<file path="src/sfmc_defines.vh">
// constants for the switch forwarding mode configuration bank
// assumes byte offsets in configuration space and a 100 MHz core clock
`ifndef SFMC_DEFINES_VH
`define SFMC_DEFINES_VH

// register offsets
`define SFMC_OFF_MODE 8'hb4
`define SFMC_OFF_TEST 8'hb8

// mode field positions
`define SFMC_B_STORE_FWD 0
`define SFMC_B_THR_LO 1
`define SFMC_B_THR_HI 2
`define SFMC_B_ARB_HOLD 3
`define SFMC_B_CRED_ONE 4
`define SFMC_B_ORD_EGRESS 5
`define SFMC_B_ORD_CPL_TAG 6
`define SFMC_B_PM_LO 8
`define SFMC_B_PM_HI 13
`define SFMC_B_POL_DIS 14
`define SFMC_B_CMP_DIS 15
`define SFMC_B_DRV_LO 16
`define SFMC_B_DRV_HI 20

// reset values
`define SFMC_RST_THR 2'b01
`define SFMC_RST_PM 6'h00
`define SFMC_RST_DRIVE 5'b10111
`define SFMC_RST_RSV_A 5'b01101
`define SFMC_RST_RSV_B 5'b01000
`define SFMC_RST_TEST 32'h0000_4030

// credit release steps
`define SFMC_CRED_STEP_ONE 2'h1
`define SFMC_CRED_STEP_TWO 2'h2

`endif

</file>
<file path="src/sfmc_rr_arbiter.v">
// round-robin port arbiter with selectable hold policy
// assumes req, credit and advance are synchronous to clk_i
`timescale 1ns/1ps
module sfmc_rr_arbiter #(
    parameter N = 4
) (
    input wire clk_i, // core clock
    input wire rst_n_i, // async reset, active low
    input wire hold_mode_i, // stay on starved port
    input wire adv_i, // arbitration slot
    input wire [N-1:0] req_i, // port requests
    input wire [N-1:0] credit_ok_i, // egress credit sufficient
    output reg [N-1:0] grant_o // one-hot grant
);
    reg [N-1:0] nxt_grant;
    reg found;
    integer i;
    integer k;
    integer cur;

    // pick the next requesting port with credit after the current one
    always @*
    begin
        nxt_grant = grant_o;
        found = 1'b0;
        k = 0;
        cur = N - 1;
        for (i = 0; i < N; i = i + 1)
        begin
            if (grant_o[i])
                cur = i;
        end
        if (adv_i)
        begin
            if (hold_mode_i && |(grant_o & req_i & ~credit_ok_i))
                nxt_grant = grant_o;
            else
            begin
                nxt_grant = {N{1'b0}};
                for (i = 1; i <= N; i = i + 1)
                begin
                    k = (cur + i) % N;
                    if (!found && req_i[k] && credit_ok_i[k])
                    begin
                        nxt_grant[k] = 1'b1;
                        found = 1'b1;
                    end
                end
            end
        end
    end

    // grant register
    always @(posedge clk_i or negedge rst_n_i)
    begin
        if (!rst_n_i)
            grant_o <= {N{1'b0}};
        else
            grant_o <= nxt_grant;
    end
endmodule // sfmc_rr_arbiter

</file>
<file path="src/sfmc_switch_mode.v">
// switch forwarding mode register bank with forwarding, arbitration and credit control
// assumes configuration accesses, default loads and packet events are synchronous to clk_i
`timescale 1ns/1ps
`include "sfmc_defines.vh"
module sfmc_switch_mode (
    input wire clk_i, // core clock, 100 MHz
    input wire rst_n_i, // async reset, active low
    input wire cfg_wr_i, // config write strobe
    input wire cfg_rd_i, // config read strobe
    input wire cfg_dn_i, // 1 selects downstream port set
    input wire [7:0] cfg_addr_i, // config byte offset
    input wire [3:0] cfg_be_i, // config byte enables
    input wire [31:0] cfg_wdata_i, // config write data
    output reg [31:0] cfg_rdata_o, // config read data
    output reg cfg_rvalid_o, // read data valid pulse
    input wire ld_valid_i, // default load strobe
    input wire ld_eeprom_i, // 1 eeprom autoload, 0 smbus
    input wire ld_dn_i, // 1 selects downstream port set
    input wire [7:0] ld_addr_i, // load byte offset
    input wire [31:0] ld_data_i, // load data
    input wire [4:0] strap_low_drive_current_i, // low drive strap level
    output reg [4:0] up_drive_amp_o, // upstream drive amplitude
    output reg [4:0] dn_drive_amp_o, // downstream drive amplitude
    input wire rx_start_i, // packet receive starts
    input wire rx_done_i, // packet fully received
    input wire rx_good_i, // packet passed checks
    input wire [9:0] pkt_len_i, // packet length in cycles
    input wire slow_to_fast_i, // ingress slower than egress
    output reg tx_start_o, // start egress pulse
    input wire arb_adv_i, // arbitration slot
    input wire [3:0] port_req_i, // port requests
    input wire [3:0] port_credit_ok_i, // egress credit sufficient
    output wire [3:0] port_grant_o, // one-hot grant
    input wire fc_update_i, // credit update slot
    input wire [7:0] fc_avail_i, // credits ready for release
    output reg [1:0] fc_release_o, // credits released
    output reg fc_valid_o, // release pulse
    output reg ord_egress_o, // egress ordering enforced
    output reg ord_cpl_tag_o // completion tag ordering enforced
);
    // upstream mode fields
    reg store_fwd_ff;
    reg [1:0] thr_ff;
    reg arb_hold_ff;
    reg cred_one_ff;
    reg ord_eg_ff;
    reg ord_tag_ff;
    reg [5:0] up_pm_ff;
    reg up_pol_ff;
    reg up_cmp_ff;
    // downstream mode fields
    reg [5:0] dn_pm_ff;
    reg dn_pol_ff;
    reg dn_cmp_ff;
    // strap capture
    reg strap_done_ff;
    // forwarding state
    reg active_ff;
    reg sent_ff;
    reg [9:0] cnt_ff;
    reg [9:0] start_pt_ff;

    wire up_mode_wr;
    wire dn_mode_wr;
    wire up_mode_ld;
    wire dn_mode_ld;
    wire [9:0] half_len;
    wire [9:0] ahead;
    wire [9:0] nxt_start_pt;
    wire [1:0] cred_step;
    wire [31:0] up_word;
    wire [31:0] dn_word;
    reg [31:0] nxt_rdata;

    // access decode
    assign up_mode_wr = cfg_wr_i && !cfg_dn_i && (cfg_addr_i == `SFMC_OFF_MODE);
    assign dn_mode_wr = cfg_wr_i && cfg_dn_i && (cfg_addr_i == `SFMC_OFF_MODE);
    assign up_mode_ld = ld_valid_i && !ld_dn_i && (ld_addr_i == `SFMC_OFF_MODE);
    assign dn_mode_ld = ld_valid_i && ld_dn_i && (ld_addr_i == `SFMC_OFF_MODE);

    // upstream mode register, loads take priority over software writes
    always @(posedge clk_i or negedge rst_n_i)
    begin
        if (!rst_n_i)
        begin
            store_fwd_ff <= 1'b0;
            thr_ff <= `SFMC_RST_THR;
            arb_hold_ff <= 1'b0;
            cred_one_ff <= 1'b0;
            ord_eg_ff <= 1'b0;
            ord_tag_ff <= 1'b0;
            up_pm_ff <= `SFMC_RST_PM;
            up_pol_ff <= 1'b0;
            up_cmp_ff <= 1'b0;
        end
        else if (up_mode_ld)
        begin
            store_fwd_ff <= ld_data_i[`SFMC_B_STORE_FWD];
            thr_ff <= ld_data_i[`SFMC_B_THR_HI:`SFMC_B_THR_LO];
            arb_hold_ff <= ld_data_i[`SFMC_B_ARB_HOLD];
            cred_one_ff <= ld_data_i[`SFMC_B_CRED_ONE];
            ord_eg_ff <= ld_data_i[`SFMC_B_ORD_EGRESS];
            ord_tag_ff <= ld_data_i[`SFMC_B_ORD_CPL_TAG];
            up_pm_ff <= ld_data_i[`SFMC_B_PM_HI:`SFMC_B_PM_LO];
            up_pol_ff <= ld_data_i[`SFMC_B_POL_DIS];
            up_cmp_ff <= ld_data_i[`SFMC_B_CMP_DIS];
        end
        else if (up_mode_wr)
        begin
            if (cfg_be_i[0])
            begin
                store_fwd_ff <= cfg_wdata_i[`SFMC_B_STORE_FWD];
                thr_ff <= cfg_wdata_i[`SFMC_B_THR_HI:`SFMC_B_THR_LO];
                arb_hold_ff <= cfg_wdata_i[`SFMC_B_ARB_HOLD];
                cred_one_ff <= cfg_wdata_i[`SFMC_B_CRED_ONE];
                ord_eg_ff <= cfg_wdata_i[`SFMC_B_ORD_EGRESS];
                ord_tag_ff <= cfg_wdata_i[`SFMC_B_ORD_CPL_TAG];
            end
            if (cfg_be_i[1])
                up_pm_ff <= cfg_wdata_i[`SFMC_B_PM_HI:`SFMC_B_PM_LO];
        end
    end

    // downstream mode register
    always @(posedge clk_i or negedge rst_n_i)
    begin
        if (!rst_n_i)
        begin
            dn_pm_ff <= `SFMC_RST_PM;
            dn_pol_ff <= 1'b0;
            dn_cmp_ff <= 1'b0;
        end
        else if (dn_mode_ld)
        begin
            dn_pm_ff <= ld_data_i[`SFMC_B_PM_HI:`SFMC_B_PM_LO];
            dn_pol_ff <= ld_data_i[`SFMC_B_POL_DIS];
            dn_cmp_ff <= ld_data_i[`SFMC_B_CMP_DIS];
        end
        else if (dn_mode_wr && cfg_be_i[1])
        begin
            dn_pm_ff <= cfg_wdata_i[`SFMC_B_PM_HI:`SFMC_B_PM_LO];
            dn_pol_ff <= cfg_wdata_i[`SFMC_B_POL_DIS];
            dn_cmp_ff <= cfg_wdata_i[`SFMC_B_CMP_DIS];
        end
    end

    // drive amplitude fields, read-only to software
    always @(posedge clk_i or negedge rst_n_i)
    begin
        if (!rst_n_i)
        begin
            up_drive_amp_o <= `SFMC_RST_DRIVE;
            dn_drive_amp_o <= `SFMC_RST_DRIVE;
            strap_done_ff <= 1'b0;
        end
        else
        begin
            strap_done_ff <= 1'b1;
            if (up_mode_ld && !ld_eeprom_i)
                up_drive_amp_o <= ld_data_i[`SFMC_B_DRV_HI:`SFMC_B_DRV_LO];
            if (dn_mode_ld)
                dn_drive_amp_o <= ld_data_i[`SFMC_B_DRV_HI:`SFMC_B_DRV_LO];
            else if (!strap_done_ff)
                dn_drive_amp_o <= strap_low_drive_current_i;
        end
    end

    // register words as seen by configuration reads
    assign up_word = {1'b0, `SFMC_RST_RSV_B, `SFMC_RST_RSV_A, up_drive_amp_o,
                      up_cmp_ff, up_pol_ff, up_pm_ff, 1'b0, ord_tag_ff, ord_eg_ff,
                      cred_one_ff, arb_hold_ff, thr_ff, store_fwd_ff};
    assign dn_word = {1'b0, `SFMC_RST_RSV_B, `SFMC_RST_RSV_A, dn_drive_amp_o,
                      dn_cmp_ff, dn_pol_ff, dn_pm_ff, 8'h00};

    // read mux, unmapped offsets read zero
    always @*
    begin
        case (cfg_addr_i)
            `SFMC_OFF_MODE: nxt_rdata = cfg_dn_i ? dn_word : up_word;
            `SFMC_OFF_TEST: nxt_rdata = `SFMC_RST_TEST;
            default: nxt_rdata = 32'h0000_0000;
        endcase
    end

    // read data register, one cycle after the strobe
    always @(posedge clk_i or negedge rst_n_i)
    begin
        if (!rst_n_i)
        begin
            cfg_rdata_o <= 32'h0000_0000;
            cfg_rvalid_o <= 1'b0;
        end
        else
        begin
            cfg_rvalid_o <= cfg_rd_i;
            if (cfg_rd_i)
                cfg_rdata_o <= nxt_rdata;
        end
    end

    // cut-through start point: midpoint, pulled ahead only slow to fast
    assign half_len = {1'b0, pkt_len_i[9:1]};
    assign ahead = slow_to_fast_i ? {8'h00, thr_ff} : 10'h000;
    assign nxt_start_pt = (half_len > ahead) ? (half_len - ahead) : 10'h000;

    // forwarding sequencer
    always @(posedge clk_i or negedge rst_n_i)
    begin
        if (!rst_n_i)
        begin
            active_ff <= 1'b0;
            sent_ff <= 1'b0;
            cnt_ff <= 10'h000;
            start_pt_ff <= 10'h000;
            tx_start_o <= 1'b0;
        end
        else
        begin
            tx_start_o <= 1'b0;
            if (rx_start_i)
            begin
                active_ff <= 1'b1;
                sent_ff <= 1'b0;
                cnt_ff <= 10'h000;
                start_pt_ff <= nxt_start_pt;
            end
            else if (active_ff)
            begin
                cnt_ff <= cnt_ff + 10'h001;
                if (store_fwd_ff)
                begin
                    if (rx_done_i)
                    begin
                        active_ff <= 1'b0;
                        sent_ff <= rx_good_i;
                        tx_start_o <= rx_good_i;
                    end
                end
                else
                begin
                    if (!sent_ff && cnt_ff >= start_pt_ff)
                    begin
                        sent_ff <= 1'b1;
                        tx_start_o <= 1'b1;
                    end
                    if (rx_done_i)
                        active_ff <= 1'b0;
                end
            end
        end
    end

    // credit release per update slot
    assign cred_step = cred_one_ff ? `SFMC_CRED_STEP_ONE : `SFMC_CRED_STEP_TWO;

    always @(posedge clk_i or negedge rst_n_i)
    begin
        if (!rst_n_i)
        begin
            fc_release_o <= 2'h0;
            fc_valid_o <= 1'b0;
        end
        else
        begin
            fc_valid_o <= fc_update_i;
            if (fc_update_i)
            begin
                if (fc_avail_i >= {6'h00, cred_step})
                    fc_release_o <= cred_step;
                else
                    fc_release_o <= fc_avail_i[1:0];
            end
        end
    end

    // ordering enables towards the queue logic
    always @(posedge clk_i or negedge rst_n_i)
    begin
        if (!rst_n_i)
        begin
            ord_egress_o <= 1'b0;
            ord_cpl_tag_o <= 1'b0;
        end
        else
        begin
            ord_egress_o <= ord_eg_ff;
            ord_cpl_tag_o <= ord_tag_ff;
        end
    end

    // port arbiter
    sfmc_rr_arbiter #(
        .N(4)
    ) u_arb (
        .clk_i(clk_i),
        .rst_n_i(rst_n_i),
        .hold_mode_i(arb_hold_ff),
        .adv_i(arb_adv_i),
        .req_i(port_req_i),
        .credit_ok_i(port_credit_ok_i),
        .grant_o(port_grant_o)
    );
endmodule // sfmc_switch_mode

</file>
<file path="config.mk">
export PLATFORM = sky130hd
export DESIGN_NAME = sfmc_switch_mode
export DESIGN_NICKNAME = d
export VERILOG_FILES = /design/src/sfmc_rr_arbiter.v /design/src/sfmc_switch_mode.v
export VERILOG_INCLUDE_DIRS = /design/src
export SDC_FILE = /design/constraint.sdc
export NUM_CORES = 1
export LEC_CHECK = 0
export BUFFER_PORTS_ARGS = -buffer_cell sky130_fd_sc_hd__buf_4
export CORE_ASPECT_RATIO = 0.75
export CORE_MARGIN = 4
export CORE_UTILIZATION = 55
export CTS_BUF_LIST = sky130_fd_sc_hd__clkbuf_8
export DETAILED_ROUTE_END_ITERATION = 10
export PLACE_DENSITY = 0.88
export SYNTH_ARGS = -nofsm -noshare
export SYNTH_HDL_FRONTEND = slang
export SYNTH_SLANG_ARGS = --single-unit
</file>
<file path="constraint.sdc">
create_clock -name clk_i -period 4.1 [get_ports clk_i]
set_input_delay 0.41 -clock clk_i [delete_from_list [all_inputs] [get_ports clk_i]]
set_output_delay 0.41 -clock clk_i [all_outputs]
set_load 0.03 [all_outputs]
</file>
=== Word level (Yosys, flattened, before mapping) ===
Index checks and enable logic that the tools add are counted.

* Register bits: 99
* Latch bits: 0
* Bits in writable memories: 0
* Bits in read-only memories: 0
* Input bits: 129
* Output and inout bits: 53
* Memories kept: 0

* Add/subtract/negate cells: 6
* $mul: 0
* Div/mod/pow operators: 0
* Magnitude comparators: 11
* Equality and inequality tests: 5
* Shift operators: 0
* Mux-type cells: 105
* Bitwise operators: 11
* Reductions and logical operators: 45

{| class="wikitable"
|+ Operator list
! cell !! count
|-
| 2-to-1 mux 32 bit || 3
|-
| adder 32 x 3 -> 32 bit (second input constant) || 2
|-
| 2-to-1 mux 1 bit || 61
|-
| one-hot mux 30 bit (2 select lines) || 1
|-
| 2-to-1 mux 4 bit || 10
|-
| adder 32 x 2 -> 32 bit (second input constant) || 1
|-
| adder 32 x 4 -> 32 bit (second input constant) || 1
|-
| 2-to-1 mux 10 bit || 3
|-
| 2-to-1 mux 6 bit || 5
|-
| == test 8 bit (second input constant) || 3
|-
| logical AND 1 bit || 23
|-
| 2-to-1 mux 21 bit || 1
|-
| binary-select mux 1 bit (select 2 bit) || 8
|-
| less-than comparator 3 x 4 -> 1 bit (second input constant) || 4
|-
| 2-to-1 mux 2 bit || 7
|-
| >= comparator 3 x 1 -> 1 bit (second input constant) || 4
|-
| OR 4 bit || 3
|-
| adder 10 x 1 -> 10 bit (second input constant) || 1
|-
| >= comparator 10 bit || 1
|-
| 2-to-1 mux 5 bit || 2
|-
| nonzero test 2 bit || 5
|-
| subtractor 9 x 2 -> 10 bit || 1
|-
| greater-than comparator 9 x 2 -> 1 bit || 1
|-
| AND 4 bit || 2
|-
| 13 further kinds || 30
|}

=== Longest topological paths before layout ===
* Word-level depth: 30
* Depth in mapped cells: 9
* Mapped depth without buffers: 9

=== Hierarchy ===
A second synthesis with hierarchy kept.

* Cell total of the unflattened synthesis: 479
* Area, all modules: 4989.8 µm²

{| class="wikitable"
|+ By module, submodules not included
! module !! instances !! cells each !! area each (µm²) !! sequential area each (µm²)
|-
| sfmc_switch_mode || 1 || 396 || 4270.3 || 2113.3
|-
| sfmc_rr_arbiter || 1 || 83 || 719.4 || 100.1
|}

=== Least setup slack after synthesis ===
Ideal clock, no wire load.

* Path kind: register to register
* Start point: register u_arb.grant_o[2]
* End point: register u_arb.grant_o[0]
* Arrival: 2.372 ns
* Slack: 1.640 ns
* Cell stages (with the launch flop): 9
* Clock period less this slack: 2.460 ns
* Cell sequence: dfrtp_1 -> or2_2 -> nor2_1 -> inv_1 -> ha_1 -> mux4_2 -> nor2b_1 -> a31oi_1 -> a41oi_1

* Longest elaborated chain between the ends: 26

{| class="wikitable"
|+ Ends and longest elaborated chain
! what !! line !! RTL
|-
| from (decl) || sfmc_rr_arbiter.v:13 || <nowiki>output reg [N-1:0] grant_o</nowiki>
|-
| from (signal assigned) || sfmc_rr_arbiter.v:57 || <nowiki>grant_o <= {N{1'b0}};</nowiki>
|-
| from (signal assigned) || sfmc_rr_arbiter.v:59 || <nowiki>grant_o <= nxt_grant;</nowiki>
|-
| parallel branches: the longest is 26 deep, another holds adder 32 x 2 -> 32 bit || n/a ||
|}

Parallel ways; which one is timed is not known. The select of a mux whose other input is x is not followed.
A chain may end at the register's enable or synchronous reset.

=== Worst setup path after layout ===
* Start point: register u_arb.grant_o[2]
* End point: register u_arb.grant_o[2]

The elaborated chain is that of the path after synthesis.

==> summary.txt <==
Place
  – Routability-driven placement congestion ratio: 0.769
  – Port-buffer cells: 141
  – Placed wire-length estimate: around 9.0 mm

Synthesis
  – Synth Area in XOR/XNOR: roughly 2.8%
  – Adder-Cell Fraction of Synth Area: under 10%
  – Top FF cell, synth: dfrtp_1
  – Synth top area cells: dfrtp_1, mux2i_1, ha_1
  – Cells after Synth: around 460
  – Post-synth EDFFs: 0
  – Mux share of post-synthesis cell area: 11.5%
  – Post-synthesis simple-gate area fraction: 13.3%
  – Largest family of logic cells by synthesized area: compound AO/OA/AOI/OAI gates
  – Async SR Flop Fraction: 100%
  – Synth cell types: between 50 and 60
  – Post-Syn Area: 4730 um^2
  – Warnings from Yosys: 0
  – Synthesized area per cell: about 10 um^2
  – FF+latch count, synth: between 80 and 90
  – Seq/Total Area, Yosys: between 40% and 50%
  – Synth Area in Compound Gates: between 10% and 20%
  – Cell taking the most area after synthesis: dfrtp_1
  – Synth top area share: 41.8%

Route
  – Via count: 4032
  – Wirelength per Cell: around 17 um
  – DRT iter0 DRCs: 239
  – Final wirelength: about 12 mm
  – DR vias/cell: approximately 5.7
  – Total iterations of the first detailed-routing run: 5
  – ANT nets after route: 0
  – DR DRC count: 0

Timing
  – Max Slew Vio Count: 0
  – # setup viols final: 0
  – Final Hold Viols: 0
  – RSZ-0062 raised after global routing: no
  – Setup TNS: 0 ns
  – Worst Tran Pin Value: approximately 1.1 ns
  – Tcrit/Tclk final: roughly 67%
  – Rel. slew slack: between 20% and 30%
  – Clock Skew: about 0.012 ns
  – Fin crit period: 2.74 ns
  – Highest Clock Rate: ~0.36 GHz

Floorplan
  – Core Box Area: roughly 8400 um^2
  – DIE WIDTH: 115 um
  – Die area: 10200 um^2
  – # IOs: 182
  – Initial Util: around 56%
  – Die height: ~90 um
  – # rows: 29

GRT
  – Gr ovfl total: 0
  – First-pass GRT wire length: approximately 19 mm
  – Vias in the first global route: 3995
  – All-Layer GR Usage: 23.9%
  – Largest net degree at the start of global routing: a little under 90
  – Initial antenna violation count: 0

CTS
  – Total CTS buffers: 9
  – Root buffer cell: clkbuf_8
  – Clk sink count: 88
  – Longest Clk Path Bufs: 2
  – CTS resizes: 0
  – H-tree levels: 3
  – Post-CTS setup buffer count: 0
  – CTS tree: yes
  – Clock transition at the registers of the reported paths: about 0.09 ns
  – CTS Hold Bufs: 0
  – Clk_lat worst skew: between 0.3 and 0.4 ns

Worst setup path
  – Worst EP arrival: ~3.0 ns
  – CP max FO: 8
  – FF-to-FF End: u_arb.grant_o[2]
  – Setup crit end kind: flip-flop
  – R2R setup slack: between 1 and 1.5 ns
  – WP data required: ~4.4 ns
  – Critical path class: flip-flop to flip-flop
  – Reg2reg path depth: 8
  – R2R Path Start: u_arb.grant_o[2]
  – Element type at the critical path start: flip-flop

Final layout
  – Filler instances: 610
  – Share of layout cells above drive strength 1: just over 30%
  – Area of the multi-input gates: 2290 um^2
  – Layout Nets: ~750
  – Syn-to-layout area delta: 27.2%
  – Register area: roughly 2200 um^2
  – Antenna diode count: 0

Power and ir drop
  – Pwr dens: just under 400 nW/um^2
  – Leakage: around 3 nW
  – Tot Pwr: 2.33 mW
  – VDD IR max: roughly 0.34 mV

Flow run
  – Max Cap Viol: 0

Worst hold path
  – WHS Path Cells: 1
  – Min-delay worst type: primary input to flip-flop
  – Min-delay src: cfg_rd_i
  – End of the worst hold path: cfg_rvalid_o

Outcome
  – Outcome: finished, final reports clean
==> worst max-delay path by stage <==
stage / from / endpoint / slack [ns] / cells past startpoint
final: u_arb.grant_o[2] / u_arb.grant_o[2] / 1.36 / 8
after CTS: u_arb.grant_o[2] / u_arb.grant_o[2] / 1.38 / 8
after floorplan: u_arb.grant_o[2] / u_arb.grant_o[0] / 1.64 / 8
after global placement: ld_addr_i[3] / up_drive_amp_o[3] / 1.50 / 6
after detailed placement: u_arb.grant_o[2] / u_arb.grant_o[2] / 1.41 / 8
after global routing: u_arb.grant_o[2] / u_arb.grant_o[2] / 1.12 / 8
==> kinds of logic (layout without fill, tap and decap cells) <==
kind of cell    after synthesis  after routing
compound gates               98             98
xor+xnor                     15             15
fa+ha+maj                    23             23
buf+inv                      52            181
flops                        88             88
mux                          51             51
other cells                   2              9
simple gates                133            133
==> synthesized netlist by cell type, drive strengths merged, types with 4 or more instances <==
| cell type | count |
|---|---|
| nor2 | 45 |
| clkbuf | 10 |
| inv | 23 |
| dfrtp | 79 |
| xor2 | 9 |
| a22o | 5 |
| and2 | 5 |
| a41oi | 4 |
| a21oi | 25 |
| nor4 | 5 |
| a31oi | 5 |
| mux2i | 42 |
| o22ai | 10 |
| buf | 19 |
| nor2b | 8 |
| xnor2 | 6 |
| mux2 | 7 |
| nand4 | 4 |
| nand2 | 38 |
| dfstp | 9 |
| nand3 | 10 |
| ha | 22 |
| o2bb2ai | 13 |
| o21ai | 19 |
==> flip-flops by register name, summed over array words and instances (netlist names), 2 cells and up <==
register	count
dn_drive_amp_o	5
dn_pm_ff	6
fc_release_o	2
cnt_ff	10
thr_ff	2
up_pm_ff	6
u_arb.grant_o	4
cfg_rdata_o	21
start_pt_ff	10
up_drive_amp_o	5
==> cells in the final DEF, fill, tap and decap left out, types with 9 or more instances in the layout <==
cell	Yosys	final
ha_1	22	22
nor2_1	45	45
dfstp_2	9	9
conb_1	2	9
nand3_1	10	10
o2bb2ai_1	13	13
nand2_1	38	38
inv_1	23	24
buf_4	12	142
mux2i_1	42	42
a21oi_1	24	24
o22ai_1	10	10
clkbuf_8	0	10
dfrtp_1	79	79
xor2_1	9	9
o21ai_0	18	18
==> metrics by stage <==
step | setup WS (ns) | util (%) | hold slack [ns] | instances | area, um^2
2_1_floorplan | 1.64 | - | 0.114 | 469 | 4760
3_3_place_gp | 1.50 | 68.8 | 0.381 | 690 | 5800
3_5_place_dp | 1.41 | 68.8 | 0.395 | 690 | 5800
4_1_cts | 1.38 | 71.5 | 0.176 | 706 | 6020
5_1_grt | 1.12 | 71.5 | 0.170 | 706 | 6020
6_report | 1.36 | 71.5 | 0.192 | 706 | 6020
==> cell type report <==
class | count | area share [%]
clock buffers | 10 | 2.29
clock inverters | 6 | 1.41
inverters | 23 | 1.43
multi-input cells | 329 | 38.1
flip-flops and latches | 88 | 36.8
well taps | 108 | 2.25
repair buffers | 142 | 17.7
==> layer usage <==
metal,vias up,wire length [um],GRT usage (%)
li1,1883,-,-
met4,0,257,8.10
met5,-,0,0
met3,26,694,4.85
met2,154,6080,40.1
met1,1969,5090,31.2
==> critical path, cell delays in order, from the launching register on <==
cell	delay, ns
dfrtp_1	0.45
or2_2	0.35
nor2_1	0.44
inv_1	0.20
ha_1	0.36
mux4_2	0.40
nor2b_1	0.17
a31oi_1	0.06
a41oi_1	0.23
==> power breakdown <==
part	leakage, nW	switching (mW)	total [mW]	internal [mW]
clock	0.114	0.312	0.670	0.358
combinational	1.68	0.383	0.668	0.285
sequential	1.15	0.0648	0.993	0.928
total	2.94	0.760	2.33	1.57
No activity file was read; power rests on OpenSTA's default activity.
